<file path="src/common/td_pkg.sv">
// constants and types shared by the descriptor engine and the retry guard
// ============================================================
// Functional notes
// - the two-bit toggle field takes its toggle from the endpoint carry when its upper bit is 0, else from its lower bit.
// - the toggle picks DATA0 or DATA1 and is updated after each good data packet.
// - each transmission error below count 2 bumps the error counter, and an error at count 2 records the code and retires the descriptor.
// - a transaction with no error clears the error counter to 0.
// - the completion status code always holds the status of the last attempted transaction.
// - the current buffer pointer names the next byte to move, and zero means empty packet or buffer done.
// - the buffer end pointer is only read by hardware and bounds the transfer.
// - a retired descriptor is left by following its next descriptor link; a NEXT write in the same cycle holds the descriptor address instead.
// - a PID check failure is coded 06h and a device timeout 05h.
// - interrupt transactions run only while periodic list enable (bit 2) and isochronous enable (bit 3) are both 1.
// - retries beyond the retry time-out value set the unrecoverable error and host system error flags; default 80h.
// - a retry time-out value of 00h turns the check off, and software should write 00h at start-up.
// - reset restores the retry time-out register to its default.
package td_pkg;
	// ============================================================
	// register map (byte addresses)
	localparam logic [7:0] ADDR_CTRL    = 8'h00;
	localparam logic [7:0] ADDR_STATUS  = 8'h04;
	localparam logic [7:0] ADDR_MASK    = 8'h08;
	localparam logic [7:0] ADDR_RETRY   = 8'h0C;
	localparam logic [7:0] ADDR_TDINFO  = 8'h10;
	localparam logic [7:0] ADDR_CURBUF  = 8'h14;
	localparam logic [7:0] ADDR_NEXT    = 8'h18;
	localparam logic [7:0] ADDR_BEND    = 8'h1C;
	localparam logic [7:0] ADDR_TDADDR  = 8'h20;
	// ============================================================
	// control bits
	localparam int CTRL_ARM      = 0;
	localparam int CTRL_PERIODIC = 1;
	localparam int CTRL_PERLIST  = 2;
	localparam int CTRL_ISOEN    = 3;
	// status / mask bits
	localparam int ST_DONE    = 0;
	localparam int ST_HALT    = 1;
	localparam int ST_UNRECOV = 2;
	localparam int ST_SYSERR  = 3;
	localparam int ST_W     = 4;
	// descriptor info fields
	localparam int TI_TOG_LO = 0;
	localparam int TI_ERRS_LO = 2;
	localparam int TI_CODE_LO = 4;
	localparam int TI_CARRY  = 8;
	localparam int TI_HALT   = 9;
	localparam int TI_BUSY   = 10;
	// ============================================================
	// reset values and limits
	localparam logic [7:0] RETRY_DEFAULT = 8'h80;
	localparam logic [7:0] RETRY_OFF     = 8'h00;
	localparam logic [1:0] ERRS_LIMIT    = 2'h2;
	// completion status codes
	localparam logic [3:0] CODE_NOERR   = 4'h0;
	localparam logic [3:0] CODE_CRC     = 4'h1;
	localparam logic [3:0] CODE_NORESP  = 4'h5;
	localparam logic [3:0] CODE_PIDFAIL = 4'h6;
	// transaction results reported by the link
	typedef enum logic [1:0] {
		RES_ACK     = 2'b00,
		RES_PIDFAIL = 2'b01,
		RES_TIMEOUT = 2'b10,
		RES_CRC     = 2'b11
	} link_res_t;
	// pick toggle from carry or from the field
	function automatic logic eff_toggle(input logic [1:0] tog, input logic carry);
		eff_toggle = tog[1] ? tog[0] : carry;
	endfunction : eff_toggle
	// map a failed result onto its status code
	function automatic logic [3:0] res_code(input link_res_t r);
		case (r)
			RES_PIDFAIL: res_code = CODE_PIDFAIL;
			RES_TIMEOUT: res_code = CODE_NORESP;
			RES_CRC:     res_code = CODE_CRC;
			default:     res_code = CODE_NOERR;
		endcase
	endfunction : res_code
endpackage : td_pkg

</file>
<file path="src/common/retry_if.sv">
// retry event and limit carrier between engine and retry guard
`timescale 1ns/1ps
interface retry_if;
	logic       retry_evt;
	logic       done_evt;
	logic [7:0] limit;
	logic       timeout;
	modport guard (input retry_evt, input done_evt, input limit, output timeout);
	modport core  (output retry_evt, output done_evt, output limit, input timeout);
endinterface : retry_if

</file>
<file path="src/retry_guard.sv">
// counts bus retries and flags when they pass the time-out value
`timescale 1ns/1ps
module retry_guard (
	input  wire logic mclk,
	input  wire logic reset_n,
	retry_if.guard    rif
);
	import td_pkg::*;
	logic [8:0] cnt_q;
	logic [8:0] cnt_d;
	logic       to_q;
	wire        enabled = (rif.limit != RETRY_OFF);
	wire        exceed  = enabled && rif.retry_evt && (cnt_q >= {1'b0, rif.limit});
	// ============================================================
	// retry counter
	assign cnt_d = (!enabled || rif.done_evt || exceed) ? 9'h000
	             : (rif.retry_evt ? cnt_q + 9'h001 : cnt_q);
	always_ff @(posedge mclk) begin
		if (!reset_n) begin
			cnt_q <= 9'h000;
			to_q  <= 1'b0;
		end else begin
			cnt_q <= cnt_d;
			to_q  <= exceed;
		end
	end
	assign rif.timeout = to_q;
endmodule : retry_guard

</file>
<file path="src/td_engine.sv">
// descriptor processing engine with apb registers and retry guard
`timescale 1ns/1ps
module td_engine #(
	parameter int unsigned PKT_BYTES = 8
) (
	input  wire logic        mclk,
	input  wire logic        reset_n,
	input  wire logic        psel,
	input  wire logic        penable,
	input  wire logic        pwrite,
	input  wire logic [7:0]  paddr,
	input  wire logic [31:0] pwdata,
	input  wire logic [3:0]  pstrb,
	output logic             pready,
	output logic [31:0]      prdata,
	output logic             pslverr,
	input  wire logic        link_clk,
	input  wire logic        link_valid,
	input  wire logic [1:0]  link_res,
	input  wire logic        pci_retry,
	input  wire logic        pci_done,
	output logic             irq,
	output logic             data_pid,
	output logic             sched_en
);
	import td_pkg::*;
	// refuse a packet size that the pointer arithmetic cannot serve
	if (PKT_BYTES == 0 || PKT_BYTES > 1023) begin : g_bad_pkt
		$error("PKT_BYTES out of range");
	end
	localparam logic [31:0] PKT_INC = 32'(PKT_BYTES);

	// ============================================================
	// pin synchronisers and edge detection
	logic [5:0] s1_q;
	logic [5:0] s2_q;
	logic [5:0] s3_q;
	wire  [5:0] pins_in = {pci_done, pci_retry, link_res, link_valid, link_clk};
	always_ff @(posedge mclk) begin
		if (!reset_n) begin
			s1_q <= 6'h00;
			s2_q <= 6'h00;
			s3_q <= 6'h00;
		end else begin
			s1_q <= pins_in;
			s2_q <= s1_q;
			s3_q <= s2_q;
		end
	end
	wire       link_rise = s2_q[0] && !s3_q[0];
	wire       res_evt   = link_rise && s2_q[1];
	wire [1:0] res_raw   = s2_q[3:2];
	link_res_t res;
	assign res = link_res_t'(res_raw);

	// ============================================================
	// register state
	logic [3:0]  ctrl_q;
	logic [3:0]  ctrl_d;
	logic [ST_W-1:0] stat_q;
	logic [ST_W-1:0] stat_d;
	logic [ST_W-1:0] mask_q;
	logic [7:0]  retry_q;
	logic [1:0]  tog_q;
	logic [1:0]  tog_d;
	logic [1:0]  errs_q;
	logic [1:0]  errs_d;
	logic [3:0]  code_q;
	logic [3:0]  code_d;
	logic        carry_q;
	logic        carry_d;
	logic        halt_q;
	logic        halt_d;
	logic [31:0] curbuf_q;
	logic [31:0] curbuf_d;
	logic [31:0] next_q;
	logic [31:0] bend_q;
	logic [31:0] tdaddr_q;
	logic [31:0] tdaddr_d;

	// ============================================================
	// apb decode
	wire setup  = psel && !penable;
	wire wr_acc = psel && penable && pready && pwrite;
	wire sel_ctrl   = (paddr == ADDR_CTRL);
	wire sel_status = (paddr == ADDR_STATUS);
	wire sel_mask   = (paddr == ADDR_MASK);
	wire sel_retry  = (paddr == ADDR_RETRY);
	wire sel_tdinfo = (paddr == ADDR_TDINFO);
	wire sel_curbuf = (paddr == ADDR_CURBUF);
	wire sel_next   = (paddr == ADDR_NEXT);
	wire sel_bend   = (paddr == ADDR_BEND);
	wire sel_tdaddr = (paddr == ADDR_TDADDR);
	wire mapped = sel_ctrl | sel_status | sel_mask | sel_retry | sel_tdinfo
	            | sel_curbuf | sel_next | sel_bend | sel_tdaddr;
	wire w_ctrl   = wr_acc && sel_ctrl && pstrb[0];
	wire w_status = wr_acc && sel_status && pstrb[0];
	wire w_mask   = wr_acc && sel_mask && pstrb[0];
	wire w_retry  = wr_acc && sel_retry && pstrb[0];
	wire w_tdinfo = wr_acc && sel_tdinfo && (pstrb[1:0] == 2'b11);
	wire w_curbuf = wr_acc && sel_curbuf && (pstrb == 4'hF);
	wire w_next   = wr_acc && sel_next && (pstrb == 4'hF);
	wire w_bend   = wr_acc && sel_bend && (pstrb == 4'hF);
	wire [31:0] tdinfo_rd = {21'h000000, !halt_q && ctrl_q[CTRL_ARM], halt_q, carry_q,
	                         code_q, errs_q, tog_q};
	wire [31:0] rd_mux = sel_ctrl   ? {28'h0000000, ctrl_q}
	                   : sel_status ? {28'h0000000, stat_q}
	                   : sel_mask   ? {28'h0000000, mask_q}
	                   : sel_retry  ? {24'h000000, retry_q}
	                   : sel_tdinfo ? tdinfo_rd
	                   : sel_curbuf ? curbuf_q
	                   : sel_next   ? next_q
	                   : sel_bend   ? bend_q
	                   : sel_tdaddr ? tdaddr_q : 32'h00000000;

	// ============================================================
	// transaction processing
	wire sched_ok = ctrl_q[CTRL_PERLIST] && ctrl_q[CTRL_ISOEN];
	wire active   = ctrl_q[CTRL_ARM] && !halt_q && (!ctrl_q[CTRL_PERIODIC] || sched_ok);
	wire take     = res_evt && active;
	wire good     = take && (res == RES_ACK);
	wire bad      = take && (res != RES_ACK);
	wire cur_tog  = eff_toggle(tog_q, carry_q);
	wire [31:0] curbuf_adv = curbuf_q + PKT_INC;
	wire buf_done = (curbuf_q == 32'h00000000) || (curbuf_adv > bend_q);
	wire retire_ok  = good && buf_done;
	wire retire_err = bad && (errs_q == ERRS_LIMIT);
	wire retire     = retire_ok || retire_err;

	// next descriptor fields
	always_comb begin
		tog_d    = tog_q;
		carry_d  = carry_q;
		errs_d   = errs_q;
		code_d   = code_q;
		curbuf_d = curbuf_q;
		halt_d   = halt_q;
		tdaddr_d = tdaddr_q;
		if (good) begin
			tog_d   = {1'b1, !cur_tog};
			carry_d = !cur_tog;
			errs_d   = 2'h0;
			code_d   = CODE_NOERR;
			curbuf_d = buf_done ? 32'h00000000 : curbuf_adv;
		end else if (bad) begin
			code_d = res_code(res);
			if (retire_err)
				halt_d = 1'b1;
			else
				errs_d = errs_q + 2'h1;
		end
		if (retire)
			tdaddr_d = next_q;
		if (w_tdinfo) begin
			tog_d   = pwdata[TI_TOG_LO +: 2];
			errs_d  = pwdata[TI_ERRS_LO +: 2];
			code_d  = pwdata[TI_CODE_LO +: 4];
			carry_d = pwdata[TI_CARRY];
			halt_d  = pwdata[TI_HALT];
		end
		if (w_curbuf)
			curbuf_d = pwdata;
		if (w_next)
			tdaddr_d = tdaddr_q;
	end

	// ============================================================
	// retry guard
	retry_if rif ();
	assign rif.retry_evt = s2_q[4] && !s3_q[4];
	assign rif.done_evt  = s2_q[5] && !s3_q[5];
	assign rif.limit     = retry_q;
	retry_guard u_guard (
		.mclk    (mclk),
		.reset_n (reset_n),
		.rif     (rif)
	);

	// status: hardware set wins over write-one-to-clear
	wire [ST_W-1:0] st_set = {rif.timeout, rif.timeout, retire_err, retire};
	wire [ST_W-1:0] st_clr = w_status ? pwdata[ST_W-1:0] : {ST_W{1'b0}};
	assign stat_d = (stat_q & ~st_clr) | st_set;
	// arm drops only when a control write clears it; a halted descriptor chain leaves it set
	assign ctrl_d = w_ctrl ? pwdata[3:0] : ctrl_q;

	// ============================================================
	// registers
	always_ff @(posedge mclk) begin
		if (!reset_n) begin
			ctrl_q  <= 4'h0;
			stat_q  <= {ST_W{1'b0}};
			mask_q  <= {ST_W{1'b0}};
			retry_q <= RETRY_DEFAULT;
		end else begin
			ctrl_q <= ctrl_d;
			stat_q <= stat_d;
			if (w_mask)
				mask_q <= pwdata[ST_W-1:0];
			if (w_retry)
				retry_q <= pwdata[7:0];
		end
	end
	// descriptor image
	always_ff @(posedge mclk) begin
		if (!reset_n) begin
			tog_q    <= 2'h0;
			errs_q   <= 2'h0;
			code_q   <= CODE_NOERR;
			carry_q  <= 1'b0;
			halt_q   <= 1'b0;
			curbuf_q <= 32'h00000000;
			tdaddr_q <= 32'h00000000;
		end else begin
			tog_q    <= tog_d;
			errs_q   <= errs_d;
			code_q   <= code_d;
			carry_q  <= carry_d;
			halt_q   <= halt_d;
			curbuf_q <= curbuf_d;
			tdaddr_q <= tdaddr_d;
		end
	end
	// link words written only by software
	always_ff @(posedge mclk) begin
		if (!reset_n) begin
			next_q <= 32'h00000000;
			bend_q <= 32'h00000000;
		end else begin
			if (w_next)
				next_q <= pwdata;
			if (w_bend)
				bend_q <= pwdata;
		end
	end
	// bus answer and outputs
	always_ff @(posedge mclk) begin
		if (!reset_n) begin
			pready   <= 1'b0;
			prdata   <= 32'h00000000;
			pslverr  <= 1'b0;
			irq      <= 1'b0;
			data_pid <= 1'b0;
			sched_en <= 1'b0;
		end else begin
			pready   <= setup;
			prdata   <= setup && !pwrite ? rd_mux : 32'h00000000;
			pslverr  <= setup && !mapped;
			irq      <= |(stat_d & mask_q);
			data_pid <= eff_toggle(tog_d, carry_d);
			sched_en <= (ctrl_d[CTRL_PERLIST] && ctrl_d[CTRL_ISOEN]);
		end
	end
endmodule : td_engine
</file>
<file path="config.mk">
export PLATFORM = sky130hd
export DESIGN_NAME = td_engine
export DESIGN_NICKNAME = d
export VERILOG_FILES = /design/src/common/td_pkg.sv /design/src/common/retry_if.sv /design/src/retry_guard.sv /design/src/td_engine.sv
export SDC_FILE = /design/constraint.sdc
export NUM_CORES = 1
export LEC_CHECK = 0
export BUFFER_PORTS_ARGS = -buffer_cell sky130_fd_sc_hd__buf_2
export CAP_MARGIN = 0
export CORE_MARGIN = 2
export CORE_UTILIZATION = 50
export CTS_CLUSTER_SIZE = 16
export DETAILED_ROUTE_END_ITERATION = 12
export GPL_ROUTABILITY_DRIVEN = 1
export PLACE_DENSITY = 0.69
export SETUP_SLACK_MARGIN = 0.15
export SKIP_CTS_REPAIR_TIMING = 1
export SYNTH_ARGS = -nofsm -noshare
export SYNTH_HDL_FRONTEND = slang
export SYNTH_SLANG_ARGS = --single-unit
</file>
<file path="constraint.sdc">
create_clock -name mclk -period 8.3 [get_ports mclk]
set_clock_uncertainty 0.1 [all_clocks]
set_input_delay 1.245 -clock mclk [delete_from_list [all_inputs] [get_ports mclk]]
set_output_delay 1.245 -clock mclk [all_outputs]
set_load 0.05 [all_outputs]
</file>
==> flow_summary.ini, run 1 <==
[outcome]
status = finished clean

[floorplan]
start_util_pct = 51.25
num_io_pins = 92
dieArea_um2 = 22810
core_um2 = 21090
rows = 53
die_w_um = 151.0
die_h_um = 151.0

[power]
p_total_uw = 2207
switching_share_pct = 21.85
p_clk_share_pct = 48.6
irDropWorstVdd_mv = 0.1497
p_int_uw = 1725
power_leakage_uw = 0.004360
p_switching_uw = 482.3
power_frac_seq_pct = 48.1
p_per_area_nw_per_um2 = 181.6
combPwrFrac_pct = 3.3

[finish]
multi_input_area_um2 = 5848
antenna_cells = 0
drive_above_1_share_pct = 11.67
fin_nets = 1433
fillers = 1939
syn2layout_area_growth_pct = 12.44
ff_latch_area_um2 = 4404

[sta]
drv_slew = 0
rsz0062_at_grt = no
setup_viol = 0
tightest_slew_ps = 1133
period_needed_ps = 5717
period_share_pct = 68.88
max-slew-margin-rel_pct = 24.25
fin_setup_tns_ps = 0
fmax_ghz = 0.1749
hold_viol_final = 0

[synth]
synthAdderAreaFrac_pct = 5.673
synth_seq_cells = 220
ys_warn_count = 0
synth_flop_cell = dfxtp_1
synth-compound-area-share_pct = 20.43
synth-simple-area-share_pct = 19.65
yosys.area.top_type_share_pct = 40.75
yosys.area.top_type = dfxtp_1
ys_seq_area_share_pct = 40.75
syn_area_per_cell_um2 = 8.391
synth.area.mux_share_pct = 5.487
async_reset_ff_share_pct = 0
synthCells = 1288
ys_types = 60
synth_edf_count = 0
yosys.area_share.xor_xnor_pct = 2.674
synth_top_family_by_area = compound AO/OA/AOI/OAI gates
ys_top_cells_by_area = dfxtp_1 41%, nand2_1 9.6%, ha_1 5.7%
synthesis.nets = 1392
netlist_area_um2 = 10810

[routing]
ant_nets = 0
routed_wirelength_mm = 28.30
drc = 0
dr_wl_met2_mm = 12.59
wl_met3_mm = 1.763
via_count = 9227
avgRoutedWirePerCell_um = 17.47
routed_via_density = 5.696
m1WireLength_mm = 13.43
drtPass1Iterations = 5
first_iter_violations = 681
dr.max_layer_used = met4

[critical_path]
start_kind = flop
crit_type = flop to flop
cp.arrival_ps = 6060
critPathRequiredTime_ps = 8650
cp-end-kind = flop
crit_path_max_fanout = 19

[clock_network]
cts_buffers = 24
clock_sinks = 220
root_buffer = clkbuf_16
clk_pin_slew_worst_paths_ps = 60
htree_levels = 1
tritoncts = yes
clock_latency_ps = 520
clockBufferDepth = 3

[global_route]
grt_pass1_vias = 8708
grt_usage_pct = 25.07
antenna_found_initial = 0
grt_pass1_wl_mm = 46.08
grt_start_max_net_pins = 112
grt_remaining_overflow = 0

[placement]
dpl.hpwl_mm = 18.99
place.gp.congestion = 0.9109
io_buffers = 91

[run]
drv_cap = 0

[hold_path]
hold_path.class = flop to flop
-- cells by family after synthesis --
kind of cell	after synthesis
DFF	220
adders and majority gates	49
AOI/OAI and AO/OA	314
buffers and inverters	144
xor gates and xnor gates	33
and+or+nand+nor	469
muxes	59
-- worst max-delay path, stage by stage (launching register included) --
cell	delay [ps]
dfxtp_1	480
and4_1	270
and3_1	340
nand3_1	260
or2_2	450
nor3_1	260
xnor2_1	120
ha_1	300
nand4_1	170
nor4_1	480
nand4_1	250
nor3_1	290
or4_1	320
a31oi_1	250
nor2_4	570
buf_4	470
mux2i_1	250
-- power groups by stage --
stage               registers, µW  logic (µW)  clock network (µW)
floorplan                    1090        37.7                   0
global placement             1080        71.5                   0
detailed placement           1080        71.8                   0
CTS                          1060        72.2                1090
global route                 1060        79.2                1130
finish                       1060        72.8                1070
-- flip-flops by register name, indices dropped and copies added, names as in the netlist, 2 cells and up --
signal and flops:
mask_q 4, retry_q 8, next_q 32, prdata 32, code_q 4, s2_q 6, bend_q 32, errs_q 2
s3_q 3, tog_q 2, curbuf_q 32, stat_q 4, ctrl_q 4, s1_q 6, u_guard.cnt_q 9, tdaddr_q 32
-- routing by layer --
layer,GRT usage (%),vias up
met5,0,-
met1,36.45,4355
li1,-,4560
met3,3.735,41
met2,39.14,271
met4,6.168,0
-- cells in the final DEF (no fill, tap or decap), types with 9 or more instances in the layout --
cell / count
nand2_1: 276
dfxtp_1: 220
buf_2: 90
a22oi_1: 74
a21boi_0: 72
a21oi_1: 58
mux2i_1: 57
inv_1: 56
ha_1: 49
nor2_1: 40
o21ai_0: 27
clkbuf_16: 25
a21boi_1: 24
nand3_1: 21
nor2b_1: 21
nor3_1: 20
and2_1: 19
nand4_1: 18
xor2_1: 17
xnor2_1: 16
buf_4: 13
nor4_1: 12
and3_1: 9
-- synth_stat cells (24+ instances only) --
library cell / number
a21boi_0: 72
a21boi_1: 24
a21oi_1: 58
a22oi_1: 74
clkbuf_1: 79
dfxtp_1: 220
ha_1: 49
inv_1: 56
mux2i_1: 57
nand2_1: 276
nor2_1: 44
o21ai_0: 27
-- through the flow --
step	instance area [µm²]	cells	hold slack [ps]	utilization [%]	setup slack, ps
5_1_grt	12150	1620	338.7	57.63	2144
3_5_place_dp	11350	1578	319.2	53.84	2658
3_3_place_gp	11350	1578	316.0	53.84	2939
6_report	12150	1620	329.7	57.63	2583
2_1_floorplan	10810	1288	311.9	-	3657
4_1_cts	12150	1620	332.4	57.63	2647
-- area by class of cell --
| class | count | share of cell area (%) |
|---|---|---|
| clock buffers | 35 | 6.033 |
| clock inverters | 7 | 0.5354 |
| inverters | 56 | 1.730 |
| multi-input cells | 924 | 48.12 |
| flip-flops and latches | 220 | 36.24 |
| well taps | 275 | 2.831 |
| repair buffers | 103 | 4.509 |
-- worst paths after layout --
check	start	endpoint	slack, ps	depth (start not counted)
min	s1_q[0]$_SDFF_PN0_	s2_q[0]$_SDFF_PN0_	330	1
max reg2reg	curbuf_q[5]$_SDFFE_PN0P_	tdaddr_q[7]$_SDFFE_PN0P_	2580	16
max	curbuf_q[5]$_SDFFE_PN0P_	tdaddr_q[7]$_SDFFE_PN0P_	2580	16
min reg2reg	s1_q[0]$_SDFF_PN0_	s2_q[0]$_SDFF_PN0_	330	1
No activity file was read; power rests on OpenSTA's default activity.
==> run 2, diff against run 1 <==
--- a/config.mk
+++ b/config.mk
@@ -5,6 +5,7 @@
 export SDC_FILE = /design/constraint.sdc
 export NUM_CORES = 1
 export LEC_CHECK = 0
+export ABC_AREA = 1
 export BUFFER_PORTS_ARGS = -buffer_cell sky130_fd_sc_hd__buf_2
 export CAP_MARGIN = 0
 export CORE_MARGIN = 2
@@ -12,7 +13,7 @@
 export CTS_CLUSTER_SIZE = 16
 export DETAILED_ROUTE_END_ITERATION = 12
 export GPL_ROUTABILITY_DRIVEN = 1
-export PLACE_DENSITY = 0.69
+export PLACE_DENSITY = 0.71
 export SETUP_SLACK_MARGIN = 0.15
 export SKIP_CTS_REPAIR_TIMING = 1
 export SYNTH_ARGS = -nofsm -noshare
==> constraint.sdc (replaced) <==
create_clock -name mclk -period 4.7 [get_ports mclk]
set_clock_uncertainty 0.1 [all_clocks]
set_input_delay 0.705 -clock mclk [delete_from_list [all_inputs] [get_ports mclk]]
set_output_delay 0.705 -clock mclk [all_outputs]
set_load 0.05 [all_outputs]
==> flow_summary.ini, run 2 <==
[finish]
drive_above_1_share_pct = 11.98
fillers = 2017
fin_nets = 1677
antenna_cells = 0
syn2layout_area_growth_pct = 12.07
mostFrequentLayoutCells = 245 x nand2_1, 220 x dfxtp_1, 210 x inv_1
stdcell_area_um2 = 12320
final_common_cell = nand2_1
fin_cells = 1866

[placement]
place.gp.congestion = 0.9813
dpl.hpwl_mm = 20.99
place_area_um2 = 11510
io_buffers = 91
dp.cells = 1827

[sta]
fmax_ghz = 0.2468
tightest_slew_ps = 1086
fin_setup_tns_ps = 0
hold_ws_ps = 262.1
rsz0062_at_grt = no
period_share_pct = 86.22
period_needed_ps = 4052
hold_viol_final = 0
setup_viol = 0
drv_slew = 0
max-slew-margin-rel_pct = 27.59

[global_route]
grt_pass1_vias = 9701
grt_remaining_overflow = 0
grt_pass1_wl_mm = 49.41
antenna_found_initial = 0
grt_start_max_net_pins = 106
grt_usage_pct = 25.60

[routing]
via_count = 10327
routed_wirelength_mm = 30.32
drtPass1Iterations = 5
first_iter_violations = 875
avgRoutedWirePerCell_um = 16.25
drc = 0
ant_nets = 0
routed_via_density = 5.534

[synth]
synth_flop_cell = dfxtp_1
yosys.area.top_type_share_pct = 40.05
ys_types = 43
async_reset_ff_share_pct = 0
synth_most_common_cell = nand2_1
yosys.area.top_type = dfxtp_1
netlist_area_um2 = 11000
synth_seq_cells = 220
synthesis.nets = 1622
synth_common_cells = 245 x nand2_1, 220 x dfxtp_1, 210 x inv_1
synthCells = 1518
ys_seq_area_share_pct = 40.05
ys_warn_count = 0
synth_edf_count = 0
syn_area_per_cell_um2 = 7.243
ys_top_cells_by_area = dfxtp_1 40%, nand2_1 8.4%, a21oi_1 7.8%

[critical_path]
r2r_slack_ps = 650
worstPathCellList = ha_1, nand2_1, nor2_2, nand4_2, nor3_2, nand4_1, xor2_1, inv_2, ha_1, nand2_1, nor2_1, nand2_1, nor2_1, nand2_1, nand2_1, nand2_1, nand2_2, nand2_4, nand2_4, nand2_1, nand2_1, nor2_1
rr_worst_depth = 22
crit_type = flop to flop
reg2reg_to = tdaddr_q[22]$_SDFFE_PN0P_
critPathRequiredTime_ps = 5000
cp.buffers_inverters = 1
crit_family = simple AND/OR/NAND/NOR gates
cpPeakStageDelay_ps = 540
crit_path_max_fanout = 64
cp.arrival_ps = 4360
start_kind = flop
crit_slowest_cell = nand2_4
rr_startpoint = curbuf_q[4]$_SDFFE_PN0P_
cp-end-kind = flop
cp_common_cell = nand2_1

[floorplan]
die_h_um = 152.3
rows = 54
core_um2 = 21690
die_w_um = 152.3
start_util_pct = 50.70
num_io_pins = 92
dieArea_um2 = 23190

[clock_network]
tritoncts = yes
clock_sinks = 220
clk_pin_slew_worst_paths_ps = 70
cts_buffers = 24
root_buffer = clkbuf_16
htree_levels = 1
clockBufferDepth = 3
clock_latency_ps = 520

[power]
p_int_uw = 3082
irDropWorstVdd_mv = 0.2341
power_frac_seq_pct = 47.6
p_switching_uw = 855.4
p_clk_share_pct = 49.4
p_per_area_nw_per_um2 = 319.5
switching_share_pct = 21.73
combPwrFrac_pct = 3.0
power_leakage_uw = 0.005266

[hold_path]
hold_path_depth = 3
hp-start = link_res[1]
hold_path.class = input pin to flop
min_to = s1_q[3]$_SDFF_PN0_

[run]
drv_cap = 0

[outcome]
status = finished clean
-- run 2: cell count changes after synthesis, sizes merged, moves of 23 or more --
cell / change
a22oi: -74
a21oi: +113
clkbuf: -53
o21ai: +79
a21boi: -95
buf: +37
mux2i: -56
nand3: +44
nor2: +126
a211oi: +23
inv: +170
-- run 2: power groups by stage --
stage | clock network, µW | logic [µW] | registers, µW
after global routing | 2040 | 130 | 1870
after global placement | 0 | 116 | 1920
final | 1950 | 118 | 1870
after CTS | 1960 | 118 | 1870
after floorplan | 0 | 61.5 | 1920
after detailed placement | 0 | 118 | 1920
-- run 2: kinds of logic after synthesis --
logic type	Yosys count	synth area share, %
DFF	220	40.05
buffers and inverters	299	11.12
and+or+nand+nor	551	22.00
adders and majority gates	49	5.576
AOI/OAI and AO/OA	363	18.38
xor gates and xnor gates	35	2.788
muxes	1	0.09104
-- run 2: worst reg2reg max path: cells and delay by family (launching register included) --
kind | cells | cell delay [ps]
simple gates | 18 | 2670
fa+ha+maj | 2 | 510
flops | 1 | 400
xor+xnor | 1 | 200
buf+inv | 1 | 60
-- run 2: worst max path at each step --
stage / endpoint / cells after the start / start
floorplan: curbuf_q[19]$_SDFFE_PN0P_ / 21 / curbuf_q[3]$_SDFFE_PN0P_
global placement: tdaddr_q[15]$_SDFFE_PN0P_ / 22 / curbuf_q[3]$_SDFFE_PN0P_
detailed placement: tdaddr_q[3]$_SDFFE_PN0P_ / 22 / curbuf_q[4]$_SDFFE_PN0P_
CTS: tdaddr_q[14]$_SDFFE_PN0P_ / 22 / curbuf_q[4]$_SDFFE_PN0P_
global route: tdaddr_q[24]$_SDFFE_PN0P_ / 22 / curbuf_q[4]$_SDFFE_PN0P_
finish: tdaddr_q[22]$_SDFFE_PN0P_ / 22 / curbuf_q[4]$_SDFFE_PN0P_
-- run 2: stage by stage --
step                util [%]  setup slack, ps  power, µW
finish                 56.82            647.8       3937
global route           56.82            252.9       4043
CTS                    56.82            743.6       3955
detailed placement     53.06            785.4       2033
global placement       53.06            885.5       2031
floorplan                  -             1675       1979
-- run 2: per-layer routing --
layer / wire length (µm) / up-vias / track usage (%) / share of wire [%]
met1: 13560 / 4770 / 35.27 / 45
met5: 0 / - / 0 / 0
met2: 13810 / 380 / 41.72 / 46
li1: - / 5116 / - / -
met4: 776 / 0 / 7.966 / 2.6
met3: 2173 / 61 / 3.641 / 7.2
-- run 2: area by class of cell --
cell class                      instances  area (µm²)  area share, %
Clock buffer                           30       673.1          5.462
Clock inverter                          9       141.4          1.147
Inverter                              227       852.1          6.914
Multi-Input combinational cell        999        5371          43.59
Sequential cell                       220        4404          35.74
Tap cell                              280       350.3          2.843
Timing Repair Buffer                  101       530.5          4.305
==> run 3, diff against run 2 <==
--- a/config.mk
+++ b/config.mk
@@ -8,12 +8,14 @@
 export ABC_AREA = 1
 export BUFFER_PORTS_ARGS = -buffer_cell sky130_fd_sc_hd__buf_2
 export CAP_MARGIN = 0
+export CELL_PAD_IN_SITES_DETAIL_PLACEMENT = 1
+export CELL_PAD_IN_SITES_GLOBAL_PLACEMENT = 2
 export CORE_MARGIN = 2
-export CORE_UTILIZATION = 50
+export CORE_UTILIZATION = 31
 export CTS_CLUSTER_SIZE = 16
 export DETAILED_ROUTE_END_ITERATION = 12
 export GPL_ROUTABILITY_DRIVEN = 1
-export PLACE_DENSITY = 0.71
+export PLACE_DENSITY_LB_ADDON = 0.1
 export SETUP_SLACK_MARGIN = 0.15
 export SKIP_CTS_REPAIR_TIMING = 1
 export SYNTH_ARGS = -nofsm -noshare
==> flow_summary.ini, run 3 (same netlist as run 2, synthesis figures left out) <==
[clock_network]
root_buffer = clkbuf_16
clk_pin_slew_worst_paths_ps = 60
tritoncts = yes
cts_buffers = 27
clockBufferDepth = 3
clock_sinks = 220
htree_levels = 1
clock_latency_ps = 560

[routing]
routed_via_density = 4.997
ant_nets = 0
routed_wirelength_mm = 39.01
drc = 0
avgRoutedWirePerCell_um = 19.01
via_count = 10254
first_iter_violations = 413
drtPass1Iterations = 5

[critical_path]
crit_slowest_cell = inv_2
cp-end-kind = flop
crit_type = flop to flop
crit_path_max_fanout = 29
crit_start = curbuf_q[3]$_SDFFE_PN0P_
reg2reg_to = curbuf_q[4]$_SDFFE_PN0P_
worstPathCellList = ha_1, nand2_1, nor2_2, nand4_2, nor3_2, nand4_1, xor2_1, inv_2, ha_1, nand2_1, nor2_1, nand2_1, nor2_1, nand4_1, nand2_1, nand2_2, inv_2, nand3_1, a21oi_1
cp.arrival_ps = 4270
start_kind = flop
cpPeakStageDelay_ps = 440
r2r_slack_ps = 800
rr_startpoint = curbuf_q[3]$_SDFFE_PN0P_
cp_common_cell = nand2_1
rr_worst_depth = 19
critPathRequiredTime_ps = 5070

[hold_path]
min_to = s1_q[5]$_SDFF_PN0_
hold_path.class = input pin to flop
hp-start = pci_done
hold_path_depth = 3

[global_route]
grt_pass1_wl_mm = 61.19
met1_usage_pct = 30.92
antenna_found_initial = 0
grt_pass1_vias = 10526
grt.met3_usage_pct = 2.982
grt_usage_pct = 21.37
grt_remaining_overflow = 0
grt_start_max_net_pins = 65
grt_util_met2_pct = 33.91
grt.busiest_layer = met2

[power]
combPwrFrac_pct = 3.2
p_int_uw = 3107
p_per_area_nw_per_um2 = 319.1
switching_share_pct = 22.80
p_switching_uw = 917.7
power_frac_seq_pct = 46.6
p_clk_share_pct = 50.3
power_leakage_uw = 0.005300
irDropWorstVdd_mv = 0.2467

[floorplan]
start_util_pct = 31.68
dieArea_um2 = 36990
die_h_um = 192.3
core_um2 = 34710
die_w_um = 192.3
rows = 68
num_io_pins = 92

[finish]
fin_cells = 2052
syn2layout_area_growth_pct = 14.70
drive_above_1_share_pct = 12.09
fin_nets = 1684
final_util_pct = 36.33
antenna_cells = 0
mostFrequentLayoutCells = 245 x nand2_1, 220 x dfxtp_1, 210 x inv_1
final_common_cell = nand2_1

[sta]
hold_viol_final = 0
max-slew-margin-rel_pct = 41.93
period_share_pct = 82.99
drv_slew = 0
period_needed_ps = 3900
setup_viol = 0
fin_setup_tns_ps = 0
rsz0062_at_grt = no
hold_ws_ps = 228.9
worst_slack_ps = 799.5
tightest_slew_ps = 869.7
fmax_ghz = 0.2564

[placement]
io_buffers = 91
place.gp.congestion = 0.8324
dpl.hpwl_mm = 28.11
place_ws_ps = 585.7
dp.cells = 2006

[run]
drv_cap = 0

[outcome]
status = finished clean
## run 3: cell count changes in the layout (fill, tap and decap cells not counted), moves of 2 or more
cell,delta
buf_4,+5
clkbuf_16,+3
clkbuf_1,+8
bufinv_16,-2
## run 3: final cells by class
cell class	count	area, µm²
well taps	455	569.3
clock buffers	42	792.0
fillers	4338	22100
flip-flops and latches	220	4404
inverters	227	852.1
clock inverters	4	51.30
repair buffers	105	563.0
multi-input cells	999	5380
## run 3: worst max-delay path by stage
stage,endpoint,slack (ps),cells after the start
4_1_cts,tdaddr_q[23]$_SDFFE_PN0P_,550,22
3_5_place_dp,tdaddr_q[15]$_SDFFE_PN0P_,590,22
5_1_grt,curbuf_q[4]$_SDFFE_PN0P_,320,20
2_1_floorplan,curbuf_q[19]$_SDFFE_PN0P_,1680,21
3_3_place_gp,tdaddr_q[23]$_SDFFE_PN0P_,680,22
6_report,curbuf_q[4]$_SDFFE_PN0P_,800,19
## run 3: per-layer routing
metal | vias up | wire [µm]
li1 | 5119 | -
met1 | 4919 | 19950
met2 | 167 | 17050
met3 | 49 | 1323
met4 | 0 | 689
met5 | - | 0
## run 3: through the flow
step	power, µW	area, µm²
4_1_cts	4085	12600
3_5_place_dp	2046	11760
2_1_floorplan	1979	11000
3_3_place_gp	2044	11760
5_1_grt	4172	12610
6_report	4025	12610
## run 3: critical path: cells and delay by family (launching register included)
kind / cells / cell delay (ps)
AOI/OAI and AO/OA: 1 / 190
xor gates and xnor gates: 1 / 210
adders and majority gates: 2 / 520
buffers and inverters: 2 / 500
DFF: 1 / 420
and+or+nand+nor: 13 / 1880
## run 3: power by group through the flow
| stage | sequential, µW | combinational, µW | clock (µW) |
|---|---|---|---|
| floorplan | 1920 | 61.5 | 0 |
| global placement | 1920 | 129 | 0 |
| detailed placement | 1920 | 131 | 0 |
| CTS | 1870 | 131 | 2080 |
| global route | 1870 | 143 | 2150 |
| finish | 1870 | 128 | 2020 |
